===== src/ocu_pkg.sv =====
package ocu_pkg;
  localparam logic [7:0] OCU_CTRL_OFS = 8'h00;
  localparam logic [7:0] OCU_PRI_OFS = 8'h04;
  localparam logic [7:0] OCU_SEC_OFS = 8'h08;
  localparam logic [7:0] OCU_STAT_OFS = 8'h0c;
  localparam logic [7:0] OCU_MASK_OFS = 8'h10;

  localparam int OCU_MODE_LSB = 0;
  localparam int OCU_TSEL_BIT = 3;
  localparam int OCU_FLT_BIT = 4;
  localparam int OCU_IDLE_BIT = 13;

  localparam int OCU_IRQ_CMP_BIT = 0;
  localparam int OCU_IRQ_FLT_BIT = 1;
  localparam int OCU_IRQ_W = 2;

  localparam logic [15:0] OCU_CTRL_RST = 16'h0000;
  localparam logic [15:0] OCU_CMP_RST = 16'h0000;
  localparam logic [1:0] OCU_IRQ_RST = 2'h0;
  localparam logic [1:0] OCU_DMA_CHANNELS = 2'h2;

  typedef enum logic [2:0] {
    OCU_OFF = 3'b000,
    OCU_SET_HIGH = 3'b001,
    OCU_SET_LOW = 3'b010,
    OCU_TOGGLE = 3'b011,
    OCU_ONE_PULSE = 3'b100,
    OCU_PULSES = 3'b101,
    OCU_PWM = 3'b110,
    OCU_PWM_FAULT = 3'b111
  } ocu_mode_t;

  typedef struct packed {
    logic idle_halt;
    logic fault;
    logic tsel;
    ocu_mode_t mode;
  } ocu_ctrl_t;

  typedef struct packed {
    logic rise;
    logic fall;
  } ocu_edge_t;
endpackage


===== src/ocu_top.sv =====
`timescale 1ns/100ps
// What this block does
// - bit 3 picks time base b, else a
// - compare count against one or two values
// - pin changes on compare matches, pwm period start, fault and control writes
// - mode field bits 2:0; 000 disables channel
// - mode 001: start low, match drives high
// - mode 010: start high, match drives low
// - mode 011: keep level, toggle on match
// - mode 100: single pulse, irq on fall
// - mode 101: pulse train, irq each fall
// - mode 110: pwm, no fault, no irq
// - mode 111: pwm, irq on fault fall
// - fault flag set in 111, control write clears it unless the fault input is still low in 111 while the channel runs
// - idle halt bit stops channel in idle
// - only first two channels request dma
// - unimplemented control bits ignore writes, read zero
module ocu_top
  import ocu_pkg::*;
#(
  parameter int CNT_W = 16,
  parameter int CHANNEL_INDEX = 0
) (
  input wire logic clk_i,
  input wire logic reset_i,
  input wire logic psel_i,
  input wire logic penable_i,
  input wire logic pwrite_i,
  input wire logic [7:0] paddr_i,
  input wire logic [31:0] pwdata_i,
  output logic [31:0] prdata_o,
  output logic pready_o,
  output logic pslverr_o,
  input wire logic [CNT_W-1:0] time_base_a_i,
  input wire logic [CNT_W-1:0] time_base_b_i,
  input wire logic cpu_idle_i,
  input wire logic fault_input_a_i,
  input wire logic port_level_i,
  output logic compare_output_pin_o,
  output logic pin_owned_o,
  output logic dma_req_o,
  output logic irq_o
);

  ocu_ctrl_t ctrl_r;
  ocu_ctrl_t ctrl_nxt;
  logic [CNT_W-1:0] pri_r;
  logic [CNT_W-1:0] sec_r;
  logic [OCU_IRQ_W-1:0] stat_r;
  logic [OCU_IRQ_W-1:0] stat_nxt;
  logic [OCU_IRQ_W-1:0] mask_r;
  logic [31:0] prdata_r;
  logic [CNT_W-1:0] prev_cnt_r;
  logic out_r;
  logic out_nxt;
  logic done_r;
  logic done_nxt;
  logic fault_s1_r;
  logic fault_s2_r;
  logic fault_d_r;
  logic dma_r;

  // bus decode
  wire setup = psel_i && !penable_i;
  wire access = psel_i && penable_i;
  wire hit_ctrl = (paddr_i == OCU_CTRL_OFS);
  wire hit_pri = (paddr_i == OCU_PRI_OFS);
  wire hit_sec = (paddr_i == OCU_SEC_OFS);
  wire hit_stat = (paddr_i == OCU_STAT_OFS);
  wire hit_mask = (paddr_i == OCU_MASK_OFS);
  wire mapped = hit_ctrl || hit_pri || hit_sec || hit_stat || hit_mask;
  wire wr = access && pwrite_i && mapped;
  wire wr_ctrl = wr && hit_ctrl;
  wire rd_stat = access && !pwrite_i && hit_stat;

  assign pready_o = 1'b1;
  assign pslverr_o = access && !mapped;
  assign prdata_o = prdata_r;

  // control register view, unimplemented bits zero
  wire [15:0] ctrl_view = {2'h0, ctrl_r.idle_halt, 8'h00, ctrl_r.fault,
                           ctrl_r.tsel, ctrl_r.mode};
  wire [31:0] rd_mux =
    hit_ctrl ? {16'h0000, ctrl_view} :
    hit_pri ? {{(32-CNT_W){1'b0}}, pri_r} :
    hit_sec ? {{(32-CNT_W){1'b0}}, sec_r} :
    hit_stat ? {{(32-OCU_IRQ_W){1'b0}}, stat_r} :
    hit_mask ? {{(32-OCU_IRQ_W){1'b0}}, mask_r} : 32'h0000_0000;

  // channel timing
  wire [CNT_W-1:0] cnt = ctrl_r.tsel ? time_base_b_i
                                     : time_base_a_i;
  wire run = !(cpu_idle_i && ctrl_r.idle_halt);
  wire moved = (cnt != prev_cnt_r);
  wire match_pri = run && moved && (cnt == pri_r);
  wire match_sec = run && moved && (cnt == sec_r);
  wire period_start = run && moved && (cnt == '0);
  wire fault_low = !fault_s2_r;
  wire fault_fall = fault_d_r && !fault_s2_r;
  wire pwm_init = (pri_r != '0);
  wire [2:0] new_mode = pwdata_i[OCU_MODE_LSB +: 3];
  wire is_pwm_fault = (ctrl_r.mode == OCU_PWM_FAULT);

  // mode written: load initial pin level
  function automatic logic init_level(input logic [2:0] m,
                                      input logic cur,
                                      input logic pwm_hi);
    case (m)
      OCU_SET_LOW: init_level = 1'b1;
      OCU_TOGGLE: init_level = cur;
      OCU_PWM: init_level = pwm_hi;
      OCU_PWM_FAULT: init_level = pwm_hi;
      default: init_level = 1'b0;
    endcase
  endfunction

  // output level engine
  always_comb begin
    out_nxt = out_r;
    done_nxt = done_r;
    case (ctrl_r.mode)
      OCU_SET_HIGH: begin
        if (match_pri) out_nxt = 1'b1;
      end
      OCU_SET_LOW: begin
        if (match_pri) out_nxt = 1'b0;
      end
      OCU_TOGGLE: begin
        if (match_pri) out_nxt = !out_r;
      end
      OCU_ONE_PULSE: begin
        if (!done_r && match_pri) out_nxt = 1'b1;
        if (!done_r && out_r && match_sec) begin
          out_nxt = 1'b0;
          done_nxt = 1'b1;
        end
      end
      OCU_PULSES: begin
        if (match_pri) out_nxt = 1'b1;
        if (out_r && match_sec) out_nxt = 1'b0;
      end
      OCU_PWM: begin
        if (period_start) out_nxt = pwm_init;
        if (match_pri) out_nxt = 1'b0;
      end
      OCU_PWM_FAULT: begin
        if (period_start) out_nxt = pwm_init;
        if (match_pri) out_nxt = 1'b0;
        if (ctrl_r.fault || fault_low) out_nxt = 1'b0;
      end
      default: begin
        out_nxt = 1'b0;
        done_nxt = 1'b0;
      end
    endcase
    if (wr_ctrl) begin
      out_nxt = init_level(new_mode, out_r, pwm_init);
      done_nxt = 1'b0;
    end
  end

  // edges on the running pin
  ocu_edge_t edge_w;
  assign edge_w.rise = !wr_ctrl && !out_r && out_nxt;
  assign edge_w.fall = !wr_ctrl && out_r && !out_nxt;

  logic cmp_evt;
  always_comb begin
    case (ctrl_r.mode)
      OCU_SET_HIGH: cmp_evt = edge_w.rise;
      OCU_SET_LOW: cmp_evt = edge_w.fall;
      OCU_TOGGLE: cmp_evt = edge_w.rise || edge_w.fall;
      OCU_ONE_PULSE: cmp_evt = edge_w.fall;
      OCU_PULSES: cmp_evt = edge_w.fall;
      OCU_PWM_FAULT: cmp_evt = run && fault_fall;
      default: cmp_evt = 1'b0;
    endcase
  end

  wire flt_set = is_pwm_fault && run && fault_low;

  // control register next value; a write clears the fault flag, set wins
  always_comb begin
    ctrl_nxt = ctrl_r;
    if (wr_ctrl) begin
      ctrl_nxt.idle_halt = pwdata_i[OCU_IDLE_BIT];
      ctrl_nxt.tsel = pwdata_i[OCU_TSEL_BIT];
      ctrl_nxt.mode = ocu_mode_t'(new_mode);
      ctrl_nxt.fault = 1'b0;
    end
    if (flt_set) ctrl_nxt.fault = 1'b1;
  end

  // sticky status, set wins over read clear
  always_comb begin
    stat_nxt = stat_r;
    if (rd_stat) stat_nxt = stat_r & ~prdata_r[OCU_IRQ_W-1:0];
    if (cmp_evt) stat_nxt[OCU_IRQ_CMP_BIT] = 1'b1;
    if (flt_set && !ctrl_r.fault) stat_nxt[OCU_IRQ_FLT_BIT] = 1'b1;
  end

  always_ff @(posedge clk_i) begin
    if (reset_i) begin
      ctrl_r <= ocu_ctrl_t'(OCU_CTRL_RST[5:0]);
      pri_r <= OCU_CMP_RST;
      sec_r <= OCU_CMP_RST;
      mask_r <= OCU_IRQ_RST;
      stat_r <= OCU_IRQ_RST;
    end else begin
      ctrl_r <= ctrl_nxt;
      stat_r <= stat_nxt;
      if (wr && hit_pri) pri_r <= pwdata_i[CNT_W-1:0];
      if (wr && hit_sec) sec_r <= pwdata_i[CNT_W-1:0];
      if (wr && hit_mask) mask_r <= pwdata_i[OCU_IRQ_W-1:0];
    end
  end

  always_ff @(posedge clk_i) begin
    if (reset_i) begin
      prdata_r <= 32'h0000_0000;
      prev_cnt_r <= '0;
      out_r <= 1'b0;
      done_r <= 1'b0;
    end else begin
      prdata_r <= setup ? rd_mux : prdata_r;
      prev_cnt_r <= cnt;
      out_r <= out_nxt;
      done_r <= done_nxt;
    end
  end

  // fault pin synchroniser and edge history
  always_ff @(posedge clk_i) begin
    if (reset_i) begin
      fault_s1_r <= 1'b1;
      fault_s2_r <= 1'b1;
      fault_d_r <= 1'b1;
    end else begin
      fault_s1_r <= fault_input_a_i;
      fault_s2_r <= fault_s1_r;
      fault_d_r <= fault_s2_r;
    end
  end

  // dma request pulse, first channels only
  generate
    if (CHANNEL_INDEX < OCU_DMA_CHANNELS) begin : g_dma
      always_ff @(posedge clk_i) begin
        if (reset_i) dma_r <= 1'b0;
        else dma_r <= cmp_evt;
      end
    end else begin : g_nodma
      assign dma_r = 1'b0;
    end
  endgenerate

  assign dma_req_o = dma_r;
  assign pin_owned_o = (ctrl_r.mode != OCU_OFF);
  assign compare_output_pin_o = pin_owned_o ? out_r : port_level_i;
  assign irq_o = |(stat_r & mask_r);

endmodule


===== config.mk =====
export PLATFORM = sky130hd
export DESIGN_NAME = ocu_top
export DESIGN_NICKNAME = d
export VERILOG_FILES = /design/src/ocu_pkg.sv /design/src/ocu_top.sv
export SDC_FILE = /design/constraint.sdc
export NUM_CORES = 1
export LEC_CHECK = 0
export ABC_AREA = 1
export BUFFER_PORTS_ARGS = -buffer_cell sky130_fd_sc_hd__buf_2
export CORE_MARGIN = 5
export CORE_UTILIZATION = 25
export DETAILED_ROUTE_END_ITERATION = 10
export SLEW_MARGIN = 25
export SYNTH_ARGS = -nofsm -noshare
export SYNTH_HDL_FRONTEND = slang
export SYNTH_SLANG_ARGS = --single-unit

===== constraint.sdc =====
create_clock -name clk_i -period 7.9 [get_ports clk_i]
set_clock_uncertainty 0.2 [all_clocks]
set_input_delay 0.395 -clock clk_i [delete_from_list [all_inputs] [get_ports clk_i]]
set_output_delay 0.395 -clock clk_i [all_outputs]
set_load 0.02 [all_outputs]

---- Word-level counts from Yosys, hierarchy flattened ----
Index checks and enable logic that the tools add are counted.
operators by class
  eq/ne operators ......................... 19
  multiplexer cells ....................... 27
  reductions and logical operators ........ 58
  bitwise gates (word level) .............. 4
operators with widths
  operator                                              count
  2-to-1 mux 16 bit                                     4
  equality test 16 bit                                  2
  logical AND 1 bit                                     29
  equality test 3 bit (second input constant)           6
  equality test 8 x 4 -> 1 bit (second input constant)  2
  logical NOT 16 bit                                    1
  != test 16 bit                                        1
  nonzero test 16 bit                                   1
  2-to-1 mux 1 bit                                      15
  equality test 3 x 2 -> 1 bit (second input constant)  4
  logical NOT 1 bit                                     10
  equality test 8 x 3 -> 1 bit (second input constant)  1
  equality test 8 x 5 -> 1 bit (second input constant)  1
  logical NOT 8 bit                                     1
  one-hot mux 1 bit (7 select lines)                    1
  logical OR 1 bit                                      6
  2-to-1 mux 2 bit                                      3
  nonzero test 2 bit                                    3
  OR reduction 2 bit                                    3
  OR reduction 6 bit                                    1
  2-to-1 mux 5 bit                                      1
  AND 2 bit                                             2
  one-hot mux 1 bit (4 select lines)                    1
  equality test 3 x 1 -> 1 bit (second input constant)  1
  8 further kinds                                       8
storage, ports and cells
  word-level logic and storage cells ...... 125
  register bits ........................... 96
  input bits .............................. 80
  output and inout port bits .............. 38

---- Logic depth before layout (Yosys ltp) ----
Gate-level depths: netlist of the first run.
  depth in word-level cells ............... 14
  mapped depth ............................ 22
  mapped depth without buffers ............ 21

---- Worst setup path before layout of the first run ----
OpenSTA, ideal clock, no wires.
  path type ............................... reg2reg
  start ................................... register ctrl_r[3] in the netlist's numbering
  end ..................................... register stat_r[0]
  path slack .............................. 5.390 ns
  data arrival time ....................... 2.193 ns
  library setup time ...................... 0.117 ns
  cell stages (with the launch flop) ...... 21
  cells stage by stage .................... dfxtp_1 > buf_6 > buf_12 > nand2_1 > nand2_1 > nand2_1 > nand2_1 > nand2_1 > nor2_1 > nand2_1 > nor2_1 > nand3_2 > ha_1 > a22oi_1 > o41ai_1 > nor2_2 > nand3_1 > nand3_1 > nand3_1 > nand2_1 > nand2_1
on the way
  word-level cells in the longest chain between the ends .. 14
RTL lines
  element                                                        line                                            text
  start, declared                                                ocu_top.sv:45                                   ocu_ctrl_t ctrl_r;
  start signal, assigned                                         ocu_top.sv:204                                  ctrl_r <= ocu_ctrl_t'(OCU_CTRL_RST[5:0]);
  start signal, assigned                                         ocu_top.sv:210                                  ctrl_r <= ctrl_nxt;
  2-to-1 mux 16 bit *                                            ocu_top.sv:91                                   wire [CNT_W-1:0] cnt = ctrl_r.tsel ? time_base_b_i
  != test 16 bit                                                 ocu_top.sv:94                                   wire moved = (cnt != prev_cnt_r);
  logical AND 1 bit                                              ocu_top.sv:95, ocu_top.sv:96, ocu_top.sv:97
  logical AND 1 bit, on equally long branches                    ocu_top.sv:97, ocu_top.sv:95
  2-to-1 mux 1 bit / logical AND 1 bit (equally long branches)   ocu_top.sv:143, ocu_top.sv:147, ocu_top.sv:132
  2-to-1 mux 1 bit, on equally long branches                     ocu_top.sv:148, ocu_top.sv:132
  2-to-1 mux 1 bit, on equally long branches                     ocu_top.sv:149, ocu_top.sv:133
  one-hot mux 1 bit (7 select lines) *                           ocu_top.sv:121                                  case (ctrl_r.mode)
  2-to-1 mux 1 bit *                                             ocu_top.sv:156                                  if (wr_ctrl) begin
  logical NOT 1 bit                                              ocu_top.sv:165                                  assign edge_w.fall = !wr_ctrl && out_r && !out_nxt;
  logical AND 1 bit                                              ocu_top.sv:165
  logical OR 1 bit                                               ocu_top.sv:172                                  OCU_TOGGLE: cmp_evt = edge_w.rise || edge_w.fall;
  one-hot mux 1 bit (4 select lines) *                           ocu_top.sv:169                                  case (ctrl_r.mode)
  2-to-1 mux 1 bit / nonzero test 2 bit (equally long branches)  n/a
  end signal, assigned                                           ocu_top.sv:211                                  stat_r <= stat_nxt;
  end, declared                                                  ocu_top.sv:49                                   logic [OCU_IRQ_W-1:0] stat_r;
Mark *: on every way between the ends. The rest lies on a longest branch, timed or not.
A chain may end at the register's enable or synchronous reset.

---- Worst setup path in the final report of the first run ----
Ends and elaborated chain as after synthesis.

==> results of run 1 <==
final timing paths:
check             cells after the start             from    endpoint
setup reg to reg                     21        ctrl_r[3]   stat_r[0]
setup / recovery                     21        ctrl_r[3]   stat_r[0]
hold reg to reg                       1       fault_s1_r  fault_s2_r
hold / removal                        2  fault_input_a_i  fault_s1_r
sequential cells by signal, summed over array words and instances (netlist names):
name	count
ctrl_r	6
prev_cnt_r	16
prdata_o	16
pri_r	16
done_r	1
sec_r	16
dma_req_o	1
mask_r	2
stat_r	2
fault_d_r	1
fault_s2_r	1
out_r	1
fault_s1_r	1
cell families (layout without fill, tap and decap cells):
kind of cell | count (synthesis) | after routing | share of synthesized area
compound gates | 139 | 139 | 0.158
fa+ha+maj | 2 | 2 | 0.00526
buf+inv | 161 | 222 | 0.154
flops | 80 | 80 | 0.337
other cells | 2 | 18 | 0.00158
simple gates | 400 | 400 | 0.345
cell type report:
type,instances,area [sq um],area share
multi-input combinational,558,2480,0.446
antenna,1,2.50,0.000450
clock inverter,6,58.8,0.0106
clock buffer,10,239,0.0430
timing repair buffer,87,443,0.0796
tap,234,293,0.0526
sequential,80,1600,0.288
inverter,119,447,0.0803
critical path, delay by kind of cell, from the launching register on:
kind | cells | cell delay, ps
simple gates | 16 | 1670
buf+inv | 2 | 680
flops | 1 | 300
fa+ha+maj | 1 | 290
compound gates | 2 | 290
synthesized netlist by cell type, types with 2 or more instances:
cell type  number
nor2_1         61
ha_1            2
buf_4          18
nand4_1         9
nand3_1        35
nor2_2          2
conb_1          2
buf_2           2
inv_2           2
o21ai_1         2
nor3_1          8
or2_2           2
a21oi_1        55
nand2_1       269
buf_6           2
o21ai_0        56
inv_1         117
nand2_2         9
nand3b_1        2
clkbuf_1       17
dfxtp_1        80
o41ai_1         2
a31oi_1         3
o22ai_1        12
o211ai_1        2
buf_12          2
o221ai_1        2
per-layer routing:
metal	up-vias	GRT usage	wire length, um
met3	17	0.0374	988
met4	6	0.0383	223
met2	128	0.191	5780
met1	2063	0.177	6960
met5	-	0	28
li1	2576	-	-
stage by stage:
| stage | hold WS, ps | power [uW] | worst slack (ps) | util |
|---|---|---|---|---|
| 3_5_place_dp | 196 | 518 | 4350 | 0.281 |
| 3_3_place_gp | 192 | 517 | 4350 | 0.281 |
| 6_report | 39.0 | 927 | 4400 | 0.297 |
| 4_1_cts | 33.1 | 934 | 4340 | 0.297 |
| 5_1_grt | 36.9 | 968 | 4080 | 0.297 |
| 2_1_floorplan | 189 | 489 | 5390 | - |
power breakdown:
part	total, uW	internal [uW]	switching [uW]
combinational	96.4	32.8	63.5
clock	418	252	166
sequential	413	410	2.99
==> results.json, run 1 <==
{
  "outcome": "finished, final reports clean",
  "die_w_um": 148,
  "gp_congestion": 0.842,
  "post-cts-setup-buffer-count": 0,
  "drive_above_1_share": 0.141,
  "worst_ir_drop_vdd_mv": 0.0988,
  "end_kind": "register",
  "cts_hold_buf": 0,
  "drc": 0,
  "hpwl_mm": 10.8,
  "fin_crit_ps": 3500,
  "worst_hold_path_type": "in -> reg",
  "ys_async_sr_fraction": 0,
  "fin_cells": 1095,
  "drt-vias-per-instance": 4.37,
  "synth_cell_types": 36,
  "synth_edf_count": 0,
  "drt_pass1_iterations": 5,
  "cp_slowest_cell": "inv_2",
  "ant_nets": 0,
  "netlist_top_cells_area": "dfxtp_1 (34%), nand2_1 (21%), inv_1 (9.2%)",
  "synthFlopType": "dfxtp_1",
  "drt-total-wl_mm": 14.0,
  "critical_path_class": "reg -> reg",
  "ys_ff_latch": 80,
  "clk_latency_ps": 330,
  "drv_slew": 0,
  "tightest_slew_ps": 980,
  "hold_viol": 0,
  "core_sq_um": 18700,
  "yosys.area.top_type": "dfxtp_1",
  "area_growth_syn_to_layout_pct": 17.0,
  "fin_nets": 937,
  "rows": 50,
  "layout_common_cells": "nand2_1 (269), inv_1 (117), buf_2 (84), dfxtp_1 (80), nor2_1 (61)",
  "setup_tns_ps": 0,
  "cts.path.max_buffers": 2,
  "netlist_area_sq_um": 4760,
  "layout.cells.most_common": "nand2_1",
  "yosys_warnings": 0,
  "grt-ovfl-total": 0,
  "power.density_nw_per_um2": 167,
  "worst-endpoint-required_ps": 7980,
  "dieArea_sq_um": 21900,
  "p_leak_uw": 0.00276,
  "grt_max_degree": 51,
  "fill_cells": 2087,
  "synth_top_cell_area_share": 0.337,
  "cts_resized": 0,
  "syn-instance-count": 784,
  "cts_sinks": 80,
  "grt_first_pass_wirelength_mm": 22.3,
  "maxCapViolCount": 0,
  "ys_seq_area_frac": 0.337,
  "placedCellCount": 1078,
  "min_period_over_period": 0.443,
  "track_usage": 0.127,
  "wl_per_cell_um": 12.8,
  "io_buffers": 84,
  "cts_tree": "done",
  "max-slew-margin-rel": 0.345,
  "htree_levels": 3,
  "dr.first_iter.drc_count": 412,
  "rsz0062_at_grt": "false",
  "place_area_sq_um": 5260,
  "cpPeakStageDelay_ps": 470,
  "setup_viol": 0,
  "path_cells": "buf_4, inv_2, nand2_1, nand2_1, nand2_1, nand2_1, nand2_1, nor2_1, nand2_1, nor2_1, nand3_2, ha_1, a22oi_1, o41ai_1, nor2_2, nand2_1, nand2_1, nand3_1, nand3_1, nand2_1, nand2_1",
  "critPathLaunchType": "register",
  "cts_root_buf": "clkbuf_16",
  "cpMostUsedCell": "nand2_1",
  "pin_count": 118,
  "initial_core_util": 0.254,
  "antenna_found_initial": 3,
  "cts_made_buffers": 9,
  "arrival_ps": 3580,
  "r2r_setup_slack_ps": 4400,
  "grt_pass1_vias": 4359,
  "path_max_fanout": 30,
  "clk_pin_slew_ps": 60,
  "avgSynthCellArea_sq_um": 6.07,
  "fmax_mhz": 286,
  "num_vias": 4790,
  "design_area_sq_um": 5560,
  "dieHeight_um": 148
}
Note: power is estimated with default switching activity, not from simulation.
==> inputs of run 2 (changes only) <==
- ABC_AREA: 1 -> 0
- clock period: 7.9 -> 2.85 ns (I/O delays scaled with it)
==> run 2 against run 1 <==
Against the previous run:
- the flow now finishes with violations (setup timing)
- die area fell by 12%
- clock power rose to 2.8 times the previous value
- worst hold slack got worse by 17 ps
- register-to-register slack got worse by 4700 ps
- final cell count fell by 24%
- non-clock buffer count rose by 63
- critical endpoint is now dma_req_o
==> results.json, run 2 <==
{
  "rows": 47,
  "fill_cells": 1738,
  "rsz0062_at_grt": "true",
  "synth_cell_types": 41,
  "tightest_slew_ps": 692,
  "drt-total-wl_mm": 12.6,
  "ant_nets": 0,
  "arrival_ps": 3160,
  "io_buffers": 84,
  "ys_top_cells_by_count": "dfxtp_1 (80), nor2_1 (60), nand2_1 (53)",
  "min_period_over_period": 1.11,
  "violations": "setup timing",
  "clkPwrFrac": 0.437,
  "antenna_found_initial": 0,
  "synthFlopType": "dfxtp_1",
  "maxCapViolCount": 0,
  "track_usage": 0.130,
  "syn-instance-count": 475,
  "setup_viol": 3,
  "end_kind": "register",
  "wl_met3_um": 428,
  "path_max_fanout": 4,
  "yosys.area.top_type": "dfxtp_1",
  "p_leak_uw": 0.00225,
  "initial_core_util": 0.252,
  "grt_pass1_vias": 3691,
  "power.density_nw_per_um2": 453,
  "worst-endpoint-required_ps": 2850,
  "yosysMostFrequentCell": "dfxtp_1",
  "cts_made_buffers": 9,
  "gp_congestion": 0.819,
  "die_w_um": 139,
  "critPathLaunchType": "register",
  "fin_nets": 689,
  "timing.final.ws_setup_ps": -310,
  "avgSynthCellArea_sq_um": 8.75,
  "hpwl_mm": 9.77,
  "drc": 0,
  "placedCellCount": 795,
  "htree_levels": 3,
  "grt_max_degree": 54,
  "cts_root_buf": "clkbuf_16",
  "fin_crit_ps": 3160,
  "layout.cells.most_common": "buf_2",
  "ys_ff_latch": 80,
  "fmax_mhz": 316,
  "synth_top_cell_area_share": 0.385,
  "synth_edf_count": 0,
  "worst_ir_drop_vdd_mv": 0.276,
  "layout_common_cells": "buf_2 (84), dfxtp_1 (79), nor2_1 (60), nand2_1 (53), buf_4 (41)",
  "hold_viol": 0,
  "post-route-util": 0.351,
  "cts_sinks": 80,
  "clk_pin_slew_ps": 70,
  "netlist_top_cells_area": "dfxtp_1 (39%), mux2i_1 (6.7%), xnor2_1 (6.5%)",
  "wl_per_cell_um": 15.1,
  "top_layer_used": "met4",
  "wl_met2_mm": 6.57,
  "wl_met1_mm": 5.38,
  "drt-vias-per-instance": 4.48,
  "drive_above_1_share": 0.307,
  "num_vias": 3731,
  "fin_cells": 832,
  "place_area_sq_um": 5160,
  "dr.first_iter.drc_count": 209,
  "cts_tree": "done",
  "critical_path_class": "reg -> reg",
  "grt-ovfl-total": 0,
  "area_growth_syn_to_layout_pct": 39.2,
  "design_area_sq_um": 5780,
  "cts.path.max_buffers": 2,
  "dieHeight_um": 139,
  "yosys_warnings": 0,
  "max-slew-margin-rel": 0.539,
  "ys_async_sr_fraction": 0,
  "core_sq_um": 16500,
  "grt_first_pass_wirelength_mm": 19.9,
  "antennaDiodeCount": 0,
  "clk_latency_ps": 350,
  "power_frac_comb": 0.124,
  "p_switching_uw": 719,
  "netlist_area_sq_um": 4160,
  "dieArea_sq_um": 19300,
  "seqPwrFrac": 0.439,
  "drv_slew": 0,
  "drt_pass1_iterations": 4,
  "p_int_uw": 1900,
  "switching_share": 0.274,
  "ys_seq_area_frac": 0.385,
  "pin_count": 118,
  "worst_hold_path_type": "in -> reg",
  "outcome": "finished with violations",
  "setup_tns_ps": -861
}
run 2: cell types whose count changed after synthesis, sizes merged, moves of 30 or more:
cell   before  now
xnor2       0   31
inv       119    5
a21oi      55   25
o21ai      58    7
nand2     279   53
mux2i       0   43
run 2: path summary, 6_finish.rpt:
kind         depth (start not counted)              from       endpoint  slack, ps
max                                 12         ctrl_r[3]      dma_req_o       -310
max reg2reg                         12         ctrl_r[3]      dma_req_o       -310
min reg2reg                          1        fault_s1_r     fault_s2_r        230
min                                  4  time_base_a_i[5]  prev_cnt_r[5]         20
run 2: area by class of cell:
cell class | count | area, sq um | share of cell area
multi-input combinational | 361 | 2560 | 0.443
tap | 220 | 275 | 0.0476
timing repair buffer | 150 | 1020 | 0.177
clock buffer | 9 | 225 | 0.0389
sequential | 80 | 1610 | 0.278
clock inverter | 7 | 72.6 | 0.0125
inverter | 5 | 18.8 | 0.00325
run 2: logic make-up (layout without fill, tap and decap cells):
kind of cell               after synthesis  count (layout)  share of synthesized area
AOI/OAI and AO/OA                       58              58                     0.0891
and+or+nand+nor                        190             190                      0.217
other                                    2              17                    0.00181
muxes                                   45              45                      0.134
adders and majority gates                2               2                    0.00602
DFF                                     80              80                      0.385
xor gates and xnor gates                49              49                      0.103
buffers and inverters                   49             171                     0.0632
run 2: metrics by stage:
step / setup slack, ps / total power [uW] / hold WS, ps
final: -310 / 2620 / 22.0
after global routing: -520 / 2720 / 25.1
after CTS: -295 / 2650 / 17.0
after detailed placement: -433 / 1470 / 130
after global placement: -381 / 1470 / 146
after floorplan: -52.9 / 1360 / 46.3
run 2: critical path, cell delays in order (launching register included):
cell and delay (ps):
dfxtp_4 400, buf_4 130, mux2i_4 260, xnor2_1 120, nor4_1 340, nand4_1 190
or3_4 380, ha_4 270, o211ai_1 120, a21oi_2 230, o31ai_1 80, a31oi_1 190
o22ai_1 110
run 2: power by group through the flow:
stage,Combinational [uW],Clock [uW],Sequential [uW]
6_report,325,1150,1150
5_1_grt,355,1220,1150
4_1_cts,323,1180,1150
3_5_place_dp,297,0,1180
3_3_place_gp,296,0,1180
2_1_floorplan,169,0,1190
run 2: timing repair:
action                                 CTS  global route
endpoints found under the hold margin   41             0
hold buffers                            18             0
setup buffers                            1             2
setup endpoints to repair                4             4
pin swaps                                6             5
gates resized for setup                 12             8
run 2: metal layers:
metal  track usage  up-vias
met5             0        -
met4        0.0335        0
met3        0.0290       15
met2         0.232       78
met1         0.158     1749
li1              -     1889
==> inputs of run 3 (changes only) <==
- CAP_MARGIN: not set -> 20
- CTS_BUF_LIST: not set -> sky130_fd_sc_hd__clkbuf_4 sky130_fd_sc_hd__clkbuf_8
==> run 3 against run 2 <==
Against the previous run:
- the run ends with hold timing, setup timing left
- sequential cell count is the same
- utilization shrank 0.38 points
- count of clock-buffer cells in the layout is the same
- critical path type unchanged
- largest cell class unchanged
- highest routed layer unchanged
==> results.json, run 3 (synthesis results as in run 2) <==
{
  "min_from": "time_base_a_i[0]",
  "fin_crit_ps": 3140,
  "track_usage": 0.130,
  "initial_core_util": 0.252,
  "wl_per_cell_um": 15.2,
  "rows": 47,
  "drv_slew": 0,
  "maxCapViolCount": 0,
  "worst_r2r_endpoint": "dma_req_o",
  "design_area_sq_um": 5720,
  "violations": "hold timing, setup timing",
  "cts.path.max_buffers": 2,
  "power.density_nw_per_um2": 404,
  "antennaDiodeCount": 0,
  "switching_share": 0.295,
  "clk_latency_ps": 370,
  "reg2regPathDepth": 13,
  "cts_root_buf": "clkbuf_8",
  "dr.first_iter.drc_count": 299,
  "layout.cells.most_common": "buf_2",
  "min_period_over_period": 1.10,
  "critPathLaunchType": "register",
  "timing.final.ws_setup_ps": -294,
  "worst-endpoint-required_ps": 2940,
  "placedCellCount": 795,
  "cts_sinks": 80,
  "path_max_fanout": 6,
  "grt-ovfl-total": 0,
  "num_vias": 3759,
  "p_switching_uw": 682,
  "holdPathStages": 4,
  "grt_max_degree": 54,
  "dieHeight_um": 139,
  "drive_above_1_share": 0.307,
  "p_int_uw": 1630,
  "critical_path_class": "reg -> reg",
  "critPathLaunch": "ctrl_r[3]",
  "worst_ir_drop_vdd_mv": 0.196,
  "p_leak_uw": 0.00222,
  "hold_viol": 1,
  "layout_common_cells": "buf_2 (84), dfxtp_1 (79), nor2_1 (60), nand2_1 (53), buf_4 (39)",
  "grt_first_pass_wirelength_mm": 20.1,
  "worst_hold_path_type": "in -> reg",
  "rsz0062_at_grt": "true",
  "drc": 0,
  "r2r_setup_slack_ps": -290,
  "drt_pass1_iterations": 4,
  "drt-vias-per-instance": 4.50,
  "fin_cells": 836,
  "min_to": "prev_cnt_r[0]",
  "clkPwrFrac": 0.360,
  "area_growth_syn_to_layout_pct": 37.7,
  "seqPwrFrac": 0.497,
  "fin_nets": 693,
  "core_sq_um": 16500,
  "pin_count": 118,
  "hold_slack_ps": -10.1,
  "cts_tree": "done",
  "ant_nets": 0,
  "gp_congestion": 0.819,
  "tightest_slew_ps": 670,
  "die_w_um": 139,
  "htree_levels": 3,
  "max-slew-margin-rel": 0.553,
  "outcome": "finished with violations",
  "io_buffers": 84,
  "arrival_ps": 3230,
  "r2r_start": "ctrl_r[3]",
  "hpwl_mm": 9.77,
  "drt-total-wl_mm": 12.7,
  "clk_pin_slew_ps": 100,
  "setup_viol": 3,
  "place_area_sq_um": 5160,
  "dieArea_sq_um": 19300,
  "end_kind": "register",
  "antenna_found_initial": 0,
  "power_frac_comb": 0.143,
  "grt_pass1_vias": 3725,
  "cts_made_buffers": 9,
  "fmax_mhz": 318
}
[run 3: power by group through the flow]
stage                     combinational [uW]  clock, uW  sequential [uW]
after floorplan                          169          0             1190
after global placement                   296          0             1180
after detailed placement                 297          0             1180
after CTS                                327        863             1150
after global routing                     361        900             1150
final                                    332        833             1150
[run 3: how the worst max path moves through the flow]
stage	to	depth (start not counted)	slack, ps
floorplan	dma_req_o	12	-50
global placement	dma_req_o	12	-380
detailed placement	stat_r[0]	12	-430
CTS	dma_req_o	13	-260
global route	stat_r[0]	12	-490
finish	dma_req_o	13	-290
[run 3: cell type report]
cell class                      count  area, sq um
Fill cell                        1744        10700
Clock inverter                      7         72.6
Multi-Input combinational cell    361         2550
Inverter                            5         18.8
Timing Repair Buffer              154         1070
Clock buffer                        9          124
Tap cell                          220          275
Sequential cell                    80         1610
[run 3: timing repair]
action | in CTS | in global routing
pin swaps | 8 | 4
gates resized for setup | 11 | 11
endpoints found under the setup margin | 4 | 4
setup buffers | 5 | 0
hold buffers | 20 | 1
hold endpoints to repair | 43 | 1
[run 3: metrics by stage]
stage	TNS (ps)	util	power, uW	worst slack (ps)
floorplan	-106	-	1360	-52.9
global placement	-1170	0.314	1470	-381
detailed placement	-1320	0.314	1470	-433
CTS	-755	0.344	2340	-265
global route	-1510	0.347	2410	-495
finish	-766	0.347	2310	-294
[run 3: routing by layer]
layer  global-route usage  up-vias  wire (um)
li1                     -     1891          -
met1                0.159     1770       5320
met2                0.232       81       6660
met3               0.0259       17        452
met4               0.0366        0        244
met5                    0        -          0
[run 3: critical path, stage by stage (launching register included)]
cell and delay [ps]:
dfxtp_4 420, buf_12 150, mux2i_4 260, xnor2_2 90
nor4_2 350, nand4_1 180, or3_4 380, ha_4 270
o211ai_1 100, nor4b_1 270, nand2_1 80, o31ai_1 70
a31oi_1 80, o22ai_1 170
